<file path="config.mk">
export PLATFORM = sky130hd
export DESIGN_NAME = timer_autoreload_split_capture
export DESIGN_NICKNAME = d
export VERILOG_FILES = /design/src/shared/timer_pkg.sv /design/src/design/timer_autoreload_split_capture.sv
export VERILOG_INCLUDE_DIRS = /design/src /design/src/shared
export SDC_FILE = /design/constraint.sdc
export NUM_CORES = 1
export LEC_CHECK = 0
export ABC_CLOCK_PERIOD_IN_PS = 3300
export BUFFER_PORTS_ARGS = -buffer_cell sky130_fd_sc_hd__buf_2
export CORE_UTILIZATION = 50
export CTS_CLUSTER_SIZE = 14
export DETAILED_ROUTE_END_ITERATION = 8
export PLACE_DENSITY = 0.65
export REMOVE_ABC_BUFFERS = 1
export SLEW_MARGIN = 10
export SYNTH_ARGS = -nofsm -noshare
export SYNTH_HDL_FRONTEND = slang
export SYNTH_SLANG_ARGS = --single-unit
</file>
<file path="constraint.sdc">
create_clock -name clk_sys -period 3.3 [get_ports clk_sys]
set_clock_uncertainty 0.15 [all_clocks]
set_input_delay 0.66 -clock clk_sys [delete_from_list [all_inputs] [get_ports clk_sys]]
set_output_delay 0.66 -clock clk_sys [all_outputs]
set_load 0.02 [all_outputs]
</file>
<file path="src/shared/timer_params.svh">
// Register offsets, field positions, reset values and timing counts
// for the timer block. Assumes a byte-wide register port.
`ifndef TIMER_PARAMS_SVH
`define TIMER_PARAMS_SVH

// ========================================================
// Register offsets
`define OFS_TIMER_CTRL     8'h00
`define OFS_TIMER_MODE     8'h01
`define OFS_T0_LOW         8'h02
`define OFS_T0_HIGH        8'h03
`define OFS_T1_LOW         8'h04
`define OFS_T1_HIGH        8'h05
`define OFS_T2_CONTROL     8'h06
`define OFS_T2_MODE        8'h07
`define OFS_T2_COUNT_LOW   8'h08
`define OFS_T2_COUNT_HIGH  8'h09
`define OFS_T2_CAP_LOW     8'h0a
`define OFS_T2_CAP_HIGH    8'h0b
`define OFS_POWER_CONTROL  8'h0c

// ========================================================
// Field positions
`define BIT_T1_FLAG        7
`define BIT_T1_RUN         6
`define BIT_T0_FLAG        5
`define BIT_T0_RUN         4
`define BIT_T1_GATE        7
`define BIT_T1_SOURCE      6
`define BIT_T0_GATE        3
`define BIT_T0_SOURCE      2
`define BIT_T2_FLAG        7
`define BIT_T2_EXT_FLAG    6
`define BIT_U1_RX_SEL      5
`define BIT_U1_TX_SEL      4
`define BIT_T2_EXT_EN      3
`define BIT_T2_RUN         2
`define BIT_T2_SOURCE      1
`define BIT_T2_CAPTURE     0
`define BIT_T2_DOWN_EN     0
`define BIT_U2_RX_SEL      5
`define BIT_U2_TX_SEL      4

// ========================================================
// Reset values and timing
`define RESET_BYTE         8'h00
`define MACHINE_CYCLE_DIV  12
`define COUNT_MAX8         8'hff
`define COUNT_MAX16        16'hffff

`endif

</file>
<file path="src/shared/timer_pkg.sv">
// Types shared by the timer block and its bench.
// Assumes timer_params.svh for every number.
package timer_pkg;

  // ======================================================
  // Basic timer mode pairs (high, low)
  typedef enum logic [1:0] {
    MODE_13BIT  = 2'b00,
    MODE_16BIT  = 2'b01,
    MODE_RELOAD = 2'b10,
    MODE_SPLIT  = 2'b11
  } basic_mode_e;

  // ======================================================
  // Pin group, asynchronous, sampled on clk_sys
  typedef struct packed {
    logic t2TriggerPin;
    logic t2CountPin;
    logic t1CountPin;
    logic t0CountPin;
    logic extIrq1Pin;
    logic extIrq0Pin;
  } timer_pins_s;

  // Baud clock pulses to the serial ports
  typedef struct packed {
    logic uart2Tx;
    logic uart2Rx;
    logic uart1Tx;
    logic uart1Rx;
  } baud_pulses_s;

  // ======================================================
  // All state of the timer block
  typedef struct packed {
    logic [3:0] prescale;
    timer_pins_s sync1;
    timer_pins_s sync2;
    timer_pins_s prev;
    logic [7:0] timerCtrl;
    logic [7:0] timerMode;
    logic [7:0] t0LowCount;
    logic [7:0] t0HighCount;
    logic [7:0] t1LowCount;
    logic [7:0] t1HighReload;
    logic [7:0] timer2Control;
    logic [7:0] t2ModeRegister;
    logic [7:0] t2CountLow;
    logic [7:0] t2CountHigh;
    logic [7:0] t2CaptureLow;
    logic [7:0] t2CaptureHigh;
    logic [7:0] powerControlReg;
    logic [7:0] regRdata;
    logic irqT0;
    logic irqT1;
    logic irqT2;
    baud_pulses_s baud;
  } timer_state_s;

endpackage : timer_pkg

</file>
<file path="src/design/timer_autoreload_split_capture.sv">
// Timer block: basic timers 0/1 in reload and split modes, and timer 2
// with capture, 16-bit reload, trigger pin and baud generation.
// Assumes a byte register port on clk_sys, and asynchronous pins.
//
// How it works
// [RULE_01] Reload mode: low byte counts, overflow sets flag, reloads from high byte.
// [RULE_02] Timer 1 in split mode freezes its count, as if stopped.
// [RULE_03] Timer 0 split: low byte counts under timer 0 controls, sets its flag.
// [RULE_04] Timer 0 split: high byte counts machine cycles, runs on timer 1 run bit.
// [RULE_05] Timer 0 split: timer 1 runs out of split mode, only feeds baud.
// [RULE_06] Timer 2 counts machine cycles, or falling edges of its count pin.
// [RULE_07] Capture mode is 16-bit up count; overflow sets timer 2 flag.
// [RULE_08] Capture: trigger falling edge copies count into capture, sets external flag.
// [RULE_09] Reload mode: rollover sets flag and loads count from capture registers.
// [RULE_10] Reload mode with external enable: trigger edge also reloads unless down enable set, sets flag.
// [RULE_11] Capture select picks capture; baud select forces reload on overflow.
// [RULE_12] Any of four baud selects gives baud mode; no overflow flag there.
// [RULE_13] Port 1 clocks from timer 2 when selected, otherwise from timer 1.
// [RULE_14] Port 2 selects sit in power control register, same meaning.
// [RULE_15] Baud mode trigger edge only sets external flag, no capture or reload.
// [RULE_16] External enable clear: trigger edges ignored; level still picks direction under down enable.
// [RULE_17] Timer 2 flags cleared only by software; either raises timer 2 request.
// [RULE_18] Timer 2 run bit starts counting; clear stops it in all modes.
// [RULE_19] Capture mode always counts up, down enable ignored.
// [RULE_20] Reload with down enable: trigger level picks direction, 0 down, 1 up.
// [RULE_21] Mode pair (1,0) is 8-bit reload, (1,1) is split or hold.
// [RULE_22] Gate set: count only while interrupt pin high and run bit set.
// [RULE_23] Basic timer flags set on overflow, cleared when core vectors.
`timescale 1ns/1ns

`include "timer_params.svh"

module timer_autoreload_split_capture
  import timer_pkg::*;
#(
  parameter int MACHINE_DIV = `MACHINE_CYCLE_DIV
) (
  // Clock and reset
  input wire logic clk_sys,
  input wire logic arst_n,
  // Register port
  input wire logic [7:0] regAddr,
  input wire logic [7:0] regWdata,
  input wire logic regWrite,
  input wire logic regRead,
  output logic [7:0] regRdata,
  // Pins from outside
  input wire timer_pins_s pins,
  // Vector acknowledges from the core
  input wire logic ackT0,
  input wire logic ackT1,
  // Interrupt requests
  output logic irqT0,
  output logic irqT1,
  output logic irqT2,
  // Baud clocks to the serial ports
  output baud_pulses_s baud
);

  // ======================================================
  // Elaboration checks
  // Prescaler is four bits wide, so the divider must fit it
  if (MACHINE_DIV < 2 || MACHINE_DIV > 16) begin : gen_div_check
    $error("MACHINE_DIV must lie between 2 and 16");
  end

  localparam logic [3:0] PRESCALE_LAST = 4'(MACHINE_DIV - 1);

  // ======================================================
  // Helper functions
  // Gate test shared by both basic timers
  function automatic logic gateOk(input logic run, input logic gate, input logic irqPin);
    gateOk = run && (!gate || irqPin); // RULE_22
  endfunction : gateOk

  // Register read decode
  function automatic logic [7:0] readReg(input timer_state_s st, input logic [7:0] addr);
    case (addr)
      `OFS_TIMER_CTRL: readReg = st.timerCtrl;
      `OFS_TIMER_MODE: readReg = st.timerMode;
      `OFS_T0_LOW: readReg = st.t0LowCount;
      `OFS_T0_HIGH: readReg = st.t0HighCount;
      `OFS_T1_LOW: readReg = st.t1LowCount;
      `OFS_T1_HIGH: readReg = st.t1HighReload;
      `OFS_T2_CONTROL: readReg = st.timer2Control;
      `OFS_T2_MODE: readReg = st.t2ModeRegister;
      `OFS_T2_COUNT_LOW: readReg = st.t2CountLow;
      `OFS_T2_COUNT_HIGH: readReg = st.t2CountHigh;
      `OFS_T2_CAP_LOW: readReg = st.t2CaptureLow;
      `OFS_T2_CAP_HIGH: readReg = st.t2CaptureHigh;
      `OFS_POWER_CONTROL: readReg = st.powerControlReg;
      default: readReg = `RESET_BYTE; // Unmapped reads give zero
    endcase
  endfunction : readReg

  // ======================================================
  // State
  timer_state_s s;
  timer_state_s next_s;

  // Decoded controls and events
  logic machineTick;
  timer_pins_s pinFall;
  basic_mode_e mode0;
  basic_mode_e mode1;
  logic split0;
  logic src0;
  logic src1;
  logic count0;
  logic count1;
  logic ovf0;
  logic ovfHigh0;
  logic ovf1;
  logic baudMode;
  logic captureMode;
  logic extEnable;
  logic downCount;
  logic src2;
  logic ovf2;
  logic trigEvent;
  logic [15:0] t2Count;
  logic [15:0] t2Reload;

  // ======================================================
  // Next-state logic
  always_comb begin
    next_s = s;

    // Two-flop synchronisers, third stage only for edge detect
    next_s.sync1 = pins;
    next_s.sync2 = s.sync1;
    next_s.prev = s.sync2;
    pinFall = s.prev & ~s.sync2;

    // Machine cycle prescaler
    machineTick = (s.prescale == PRESCALE_LAST);
    next_s.prescale = machineTick ? 4'h0 : s.prescale + 4'h1;

    // Basic timer mode decode
    mode0 = basic_mode_e'(s.timerMode[1:0]); // RULE_21
    mode1 = basic_mode_e'(s.timerMode[5:4]); // RULE_21
    split0 = (mode0 == MODE_SPLIT);

    // Timer 0 low byte: reload or split, own controls
    src0 = s.timerMode[`BIT_T0_SOURCE] ? pinFall.t0CountPin : machineTick;
    count0 = src0 && gateOk(s.timerCtrl[`BIT_T0_RUN], s.timerMode[`BIT_T0_GATE], s.sync2.extIrq0Pin); // RULE_03
    ovf0 = 1'b0;
    if (count0 && (mode0 == MODE_RELOAD || split0)) begin
      if (s.t0LowCount == `COUNT_MAX8) begin
        ovf0 = 1'b1; // RULE_03
        next_s.t0LowCount = (mode0 == MODE_RELOAD) ? s.t0HighCount : 8'h00; // RULE_01
      end else begin
        next_s.t0LowCount = s.t0LowCount + 8'h01;
      end
    end

    // Timer 0 high byte in split mode: machine cycles on timer 1 run bit
    ovfHigh0 = 1'b0;
    if (split0 && machineTick && s.timerCtrl[`BIT_T1_RUN]) begin // RULE_04
      ovfHigh0 = (s.t0HighCount == `COUNT_MAX8); // RULE_04
      next_s.t0HighCount = s.t0HighCount + 8'h01;
    end

    // Timer 1: split mode holds; with timer 0 split it runs unless held
    src1 = s.timerMode[`BIT_T1_SOURCE] ? pinFall.t1CountPin : machineTick;
    count1 = src1 && (mode1 != MODE_SPLIT) // RULE_02
      && gateOk(split0 || s.timerCtrl[`BIT_T1_RUN], s.timerMode[`BIT_T1_GATE], s.sync2.extIrq1Pin); // RULE_05
    ovf1 = 1'b0;
    if (count1 && mode1 == MODE_RELOAD) begin
      if (s.t1LowCount == `COUNT_MAX8) begin
        ovf1 = 1'b1;
        next_s.t1LowCount = s.t1HighReload; // RULE_01
      end else begin
        next_s.t1LowCount = s.t1LowCount + 8'h01;
      end
    end

    // Timer 2 mode decode
    baudMode = s.timer2Control[`BIT_U1_RX_SEL] || s.timer2Control[`BIT_U1_TX_SEL]
      || s.powerControlReg[`BIT_U2_RX_SEL] || s.powerControlReg[`BIT_U2_TX_SEL]; // RULE_12
    captureMode = s.timer2Control[`BIT_T2_CAPTURE] && !baudMode; // RULE_11
    extEnable = s.timer2Control[`BIT_T2_EXT_EN];
    // Trigger level sets direction only in plain reload mode
    downCount = !captureMode && !baudMode && s.t2ModeRegister[`BIT_T2_DOWN_EN]
      && !s.sync2.t2TriggerPin; // RULE_20 RULE_19
    src2 = s.timer2Control[`BIT_T2_SOURCE] ? pinFall.t2CountPin : machineTick; // RULE_06
    t2Count = {s.t2CountHigh, s.t2CountLow};
    t2Reload = {s.t2CaptureHigh, s.t2CaptureLow};

    // Timer 2 counting
    ovf2 = 1'b0;
    if (s.timer2Control[`BIT_T2_RUN] && src2) begin // RULE_18
      if (downCount) begin
        // Underflow past the reload value wraps to all ones
        if (t2Count == t2Reload) begin
          ovf2 = 1'b1; // RULE_20
          {next_s.t2CountHigh, next_s.t2CountLow} = `COUNT_MAX16;
        end else begin
          {next_s.t2CountHigh, next_s.t2CountLow} = t2Count - 16'h0001;
        end
      end else if (t2Count == `COUNT_MAX16) begin
        ovf2 = 1'b1; // RULE_07
        // Capture mode wraps, reload and baud modes reload
        {next_s.t2CountHigh, next_s.t2CountLow} = captureMode ? 16'h0000 : t2Reload; // RULE_09 RULE_11
      end else begin
        {next_s.t2CountHigh, next_s.t2CountLow} = t2Count + 16'h0001; // RULE_19
      end
    end

    // Trigger pin events, ignored unless enabled
    trigEvent = pinFall.t2TriggerPin && extEnable; // RULE_16
    if (trigEvent) begin
      if (captureMode) begin
        // Captures the count as it stood before this edge's tick
        next_s.t2CaptureLow = s.t2CountLow; // RULE_08
        next_s.t2CaptureHigh = s.t2CountHigh; // RULE_08
      end else if (!baudMode && !s.t2ModeRegister[`BIT_T2_DOWN_EN]) begin
        {next_s.t2CountHigh, next_s.t2CountLow} = t2Reload; // RULE_10
      end
      // Baud mode: no capture or reload, flag only
    end

    // Register writes override counting in the same cycle
    if (regWrite) begin
      case (regAddr)
        `OFS_TIMER_CTRL: next_s.timerCtrl = regWdata;
        `OFS_TIMER_MODE: next_s.timerMode = regWdata;
        `OFS_T0_LOW: next_s.t0LowCount = regWdata;
        `OFS_T0_HIGH: next_s.t0HighCount = regWdata;
        `OFS_T1_LOW: next_s.t1LowCount = regWdata;
        `OFS_T1_HIGH: next_s.t1HighReload = regWdata;
        `OFS_T2_CONTROL: next_s.timer2Control = regWdata;
        `OFS_T2_MODE: next_s.t2ModeRegister = regWdata;
        `OFS_T2_COUNT_LOW: next_s.t2CountLow = regWdata;
        `OFS_T2_COUNT_HIGH: next_s.t2CountHigh = regWdata;
        `OFS_T2_CAP_LOW: next_s.t2CaptureLow = regWdata;
        `OFS_T2_CAP_HIGH: next_s.t2CaptureHigh = regWdata;
        `OFS_POWER_CONTROL: next_s.powerControlReg = regWdata;
        default: next_s.timerCtrl = next_s.timerCtrl; // Unmapped writes dropped
      endcase
    end

    // Basic timer flags: vector clears, overflow set wins
    if (ackT0) begin
      next_s.timerCtrl[`BIT_T0_FLAG] = 1'b0; // RULE_23
    end
    if (ackT1) begin
      next_s.timerCtrl[`BIT_T1_FLAG] = 1'b0; // RULE_23
    end
    if (ovf0) begin
      next_s.timerCtrl[`BIT_T0_FLAG] = 1'b1; // RULE_23
    end
    // With timer 0 split, timer 1 overflow raises no flag
    if (ovfHigh0 || (ovf1 && !split0)) begin
      next_s.timerCtrl[`BIT_T1_FLAG] = 1'b1; // RULE_04 RULE_05
    end

    // Timer 2 flags: only software clears them
    if (ovf2 && !baudMode) begin
      next_s.timer2Control[`BIT_T2_FLAG] = 1'b1; // RULE_12 RULE_17
    end
    if (trigEvent) begin
      next_s.timer2Control[`BIT_T2_EXT_FLAG] = 1'b1; // RULE_15 RULE_17
    end

    // Interrupt requests follow the flags
    next_s.irqT0 = next_s.timerCtrl[`BIT_T0_FLAG];
    next_s.irqT1 = next_s.timerCtrl[`BIT_T1_FLAG];
    next_s.irqT2 = next_s.timer2Control[`BIT_T2_FLAG]
      || next_s.timer2Control[`BIT_T2_EXT_FLAG]; // RULE_17

    // Baud pulses: timer 1 overflow still feeds ports in split mode
    next_s.baud.uart1Rx = s.timer2Control[`BIT_U1_RX_SEL] ? ovf2 : ovf1; // RULE_13
    next_s.baud.uart1Tx = s.timer2Control[`BIT_U1_TX_SEL] ? ovf2 : ovf1; // RULE_13
    next_s.baud.uart2Rx = s.powerControlReg[`BIT_U2_RX_SEL] ? ovf2 : ovf1; // RULE_14
    next_s.baud.uart2Tx = s.powerControlReg[`BIT_U2_TX_SEL] ? ovf2 : ovf1; // RULE_14

    // Read data stands only in the cycle after the strobe
    next_s.regRdata = regRead ? readReg(s, regAddr) : `RESET_BYTE;
  end

  // ======================================================
  // State register
  always_ff @(posedge clk_sys or negedge arst_n) begin
    if (!arst_n) begin
      s <= '0;
    end else begin
      s <= next_s;
    end
  end

  // ======================================================
  // Outputs, all straight from flops
  assign regRdata = s.regRdata;
  assign irqT0 = s.irqT0;
  assign irqT1 = s.irqT1;
  assign irqT2 = s.irqT2;
  assign baud = s.baud;

endmodule : timer_autoreload_split_capture

</file>
# Word level (Yosys, flattened, before mapping)
# Cells that the tools add are included.
[totals]
reg_bits = 141
in_bits = 28
out_inout_bits = 15
wordCells = 167
[classes]
add_sub_neg = 6
n_eq_ne = 22
mux = 54
bitwise = 2
reduce_logical = 41
[ops]
columns = ["op", "count"]
rows = [
  ["$mux W8", 20],
  ["$mux W16", 8],
  ["$mux W104", 1],
  ["$pmux W8 S13", 1],
  ["$eq A8 B4 Y1 const B", 5],
  ["$eq A8 B3 Y1 const B", 4],
  ["$mux W32", 1],
  ["$add A8 B1 Y8 const B", 3],
  ["$eq A8 B8 Y1 const B", 3],
  ["$mux W1", 22],
  ["$logic_and A1 B1 Y1", 18],
  ["$add A16 B1 Y16 const B", 1],
  ["$eq A16 B16 Y1", 1],
  ["$eq A16 B16 Y1 const B", 1],
  ["$eq A8 B2 Y1 const B", 2],
  ["$sub A16 B1 Y16 const B", 1],
  ["$reduce_and A2 Y1", 6],
  ["$logic_or A1 B1 Y1", 9],
  ["$eq A8 B1 Y1 const B", 1],
  ["$logic_not A8 Y1", 1],
  ["$logic_not A1 Y1", 7],
  ["$and A6 B6 Y6", 1],
  ["$eq A2 B2 Y1 const B", 3],
  ["$not A6 Y6", 1],
  ["4 further kinds", 4],
]

# Logic depth before layout (Yosys ltp)
[logic_depth]
word_depth = 18
depth_mapped = 9
mapped_depth_nobuf = 7

# Worst setup path before layout
# OpenSTA, ideal clock, no wires.
[synth_path]
path_type = "input-to-reg"
startpoint = "in regAddr[5]"
endpoint = "reg s[118] (netlist name)"
setup_time_ns = 0.138
arrival_ns = 2.317
slack_ns = 0.695
cell_stages = 7
n_path_buf = 2
path_cell_list = "or4_1 clkbuf_1 nor3_2 buf_2 nand3_1 mux2i_1 o221ai_1"
[synth_lines]
columns = ["element", "line", "rtl"]
rows = [
  ["from (decl)", "timer_autoreload_split_capture.sv:42", "input wire logic [7:0] regAddr,"],
  ["to (signal assigned)", "timer_autoreload_split_capture.sv:288", "s <= next_s;"],
  ["to (decl)", "timer_autoreload_split_capture.sv:98", "timer_state_s s;"],
]

==> results.json <==
{
  "clockPowerShare": 0.405,
  "max-cap-violations": 0,
  "die_h_um": 131,
  "dr.pass1.iters": 5,
  "clk_path_buf_depth": 2,
  "worst-path-buf-inv": 0,
  "grt_max_degree": 71,
  "overflow": 0,
  "routed_via_density": 6.51,
  "cp_slowest_cell": "dfrtp_1",
  "critPathTopFamily": "simple AND/OR/NAND/NOR gates",
  "htreeDepth": 4,
  "ys.warnings.count": 0,
  "postSynthAreaPerCell_sq_um": 9.24,
  "finalPower_w": 0.00482,
  "start_util": 0.519,
  "syn2layout_area_growth_pct": 12.7,
  "crit_start": "s[51]",
  "fin_crit_ps": 2830,
  "cts-root-buf": "clkbuf_16",
  "switchingPower_w": 0.00151,
  "syn_area_sq_um": 8370,
  "ctsHoldBuffers": 0,
  "finalWirelength_mm": 28.1,
  "combPwrFrac": 0.164,
  "drt-wirelength-per-cell_um": 24.2,
  "tightest_slew_ps": 1030,
  "fillers": 1450,
  "antenna_found_initial": 0,
  "period_share": 0.857,
  "slew_headroom": 0.314,
  "setup_viol": 0,
  "synth.most_common_cell": "dfrtp_1",
  "r2r-end": "s[43]",
  "hp-class": "in -> async",
  "drv_slew": 0,
  "hold_viol": 0,
  "rr_worst_depth": 6,
  "drc": 0,
  "ys_types": 64,
  "synthTopCellsByArea": "dfrtp_1 (41%), mux2_2 (7.4%), nand2_1 (4.6%)",
  "setup_tns_ps": 0,
  "ios": 43,
  "cp_data_arrival_time_ps": 2990,
  "leakagePower_nw": 3.90,
  "swShare": 0.314,
  "drtAntennaViolNets": 0,
  "outcome": "finished clean",
  "cp_cell_sequence": "xor2_1 -> nor4_1 -> nand4_1 -> nand2_1 -> nor2_1 -> o41ai_1",
  "ys_ff_latch": 137,
  "p_int_w": 0.00331,
  "final_nets": 968,
  "cp_slowest_stage_delay_ps": 610,
  "dp.final_hpwl_mm": 19.9,
  "p_per_area_nw_per_um2": 511,
  "synth-edff-count": 0,
  "synth_largest_area_cell": "dfrtp_1",
  "path_clk_slew_ps": 60,
  "clock_sinks": 137,
  "post_cts_buffers": 0,
  "drive_gt1_frac": 0.197,
  "cp_max_fo": 14,
  "grt_pass1_wl_mm": 43.6,
  "startpoint_type": "register",
  "drt-initial-drc-count": 696,
  "ir_drop_mv": 0.434,
  "grt_usage": 0.336,
  "max_freq_mhz": 353,
  "grt_pass1_vias": 7439,
  "rrSetupSlack_ps": 470,
  "fin_util": 0.585,
  "gp_congestion": 0.993,
  "n_antenna_cell": 0,
  "ys_seq_area_frac": 0.410,
  "coreArea_sq_um": 16100,
  "endpoint_kind": "register",
  "crit_type": "reg -> reg",
  "cts_resized": 0,
  "seqPwrFrac": 0.431,
  "die_area_sq_um": 17300,
  "rows": 46,
  "yosys.area.top_type_share": 0.410,
  "synth_common_cells": "dfrtp_1 (137), nand2_1 (103), o21ai_0 (70)",
  "num_vias": 7574,
  "die_w_um": 131,
  "r2r-start": "s[51]",
  "ys.flop_type": "dfrtp_1",
  "syn_inst": 906,
  "required_ps": 3460,
  "cts_tree": "built",
  "async_flop_share": 1.00,
  "rsz0062_at_grt": "no",
  "port-buffer-count": 42,
  "numCtsBuffers": 17,
  "clock_latency_ps": 440
}
-- worst reg2reg max path, delay by kind of cell, from the launching register on --
family / cells / cell delay, ps
AND/OR/NAND/NOR: 4 / 1380
flip-flops: 1 / 610
AO/OA/AOI/OAI: 1 / 360
XOR/XNOR: 1 / 220
-- routing by layer --
metal  global-route usage  wire [um]  vias to the layer above
met2                0.540      13500                      360
met4                0.153        997                        0
met1                0.438      11700                     3771
met3               0.0633       1910                       64
met5                    0          0                        -
li1                     -          -                     3379
-- flip-flops by register name, summed over array words and instances (netlist names) --
register and cells:
s 107, next_s 12, regRdata 8, baud 4, mode0 2, mode1 2, extEnable 1, irqT2 1
-- through the flow --
step,worst slack (ps),hold WS [ps],cells,instance area (sq um)
2_1_floorplan,376,181,829,8000
3_3_place_gp,385,184,1131,8840
3_5_place_dp,375,189,1131,8840
4_1_cts,515,112,1163,9430
5_1_grt,297,128,1163,9430
6_report,471,66.2,1163,9430
-- power by group through the flow --
stage	clock network (W)	logic (W)	registers, W
after floorplan	0	0.000471	0.00201
after global placement	0	0.000761	0.00209
after detailed placement	0	0.000777	0.00209
after CTS	0.00197	0.000782	0.00206
after global routing	0.00204	0.000868	0.00209
final	0.00195	0.000791	0.00208
-- cell families (layout without fill, tap and decap cells) --
kind of cell / Yosys count / in the layout / synth area share
compound gates: 238 / 238 / 0.182
xor+xnor: 46 / 46 / 0.0481
fa+ha+maj: 6 / 6 / 0.00897
buf+inv: 85 / 126 / 0.0475
flops: 137 / 137 / 0.410
mux: 94 / 94 / 0.125
simple gates: 300 / 300 / 0.179
-- cell type report --
cell class	count	area (sq um)	area share
Clock inverter	12	138	0.0146
Tap cell	216	270	0.0287
Timing Repair Buffer	86	559	0.0593
Multi-Input combinational cell	684	4550	0.482
Sequential cell	137	3430	0.363
Clock buffer	20	457	0.0484
Inverter	8	30.0	0.00318
-- cells in the final DEF, fill, tap and decap left out, types with 17 or more instances in the layout --
master / n
a21oi_1: 54
buf_2: 41
buf_4: 43
clkbuf_16: 17
dfrtp_1: 137
mux2_2: 55
mux2i_1: 36
nand2_1: 103
nand3_1: 35
nor2_1: 60
o21ai_0: 70
xnor2_1: 19
xor2_1: 27
-- how the worst max path moves through the flow --
stage | slack, ps | cells past startpoint | end
detailed placement | 380 | 7 | regRdata[0]
CTS | 510 | 6 | s[43]
floorplan | 380 | 7 | s[86]
global route | 300 | 6 | s[70]
global placement | 390 | 7 | regRdata[0]
finish | 470 | 6 | s[43]
(Power assumes the default switching activity.)
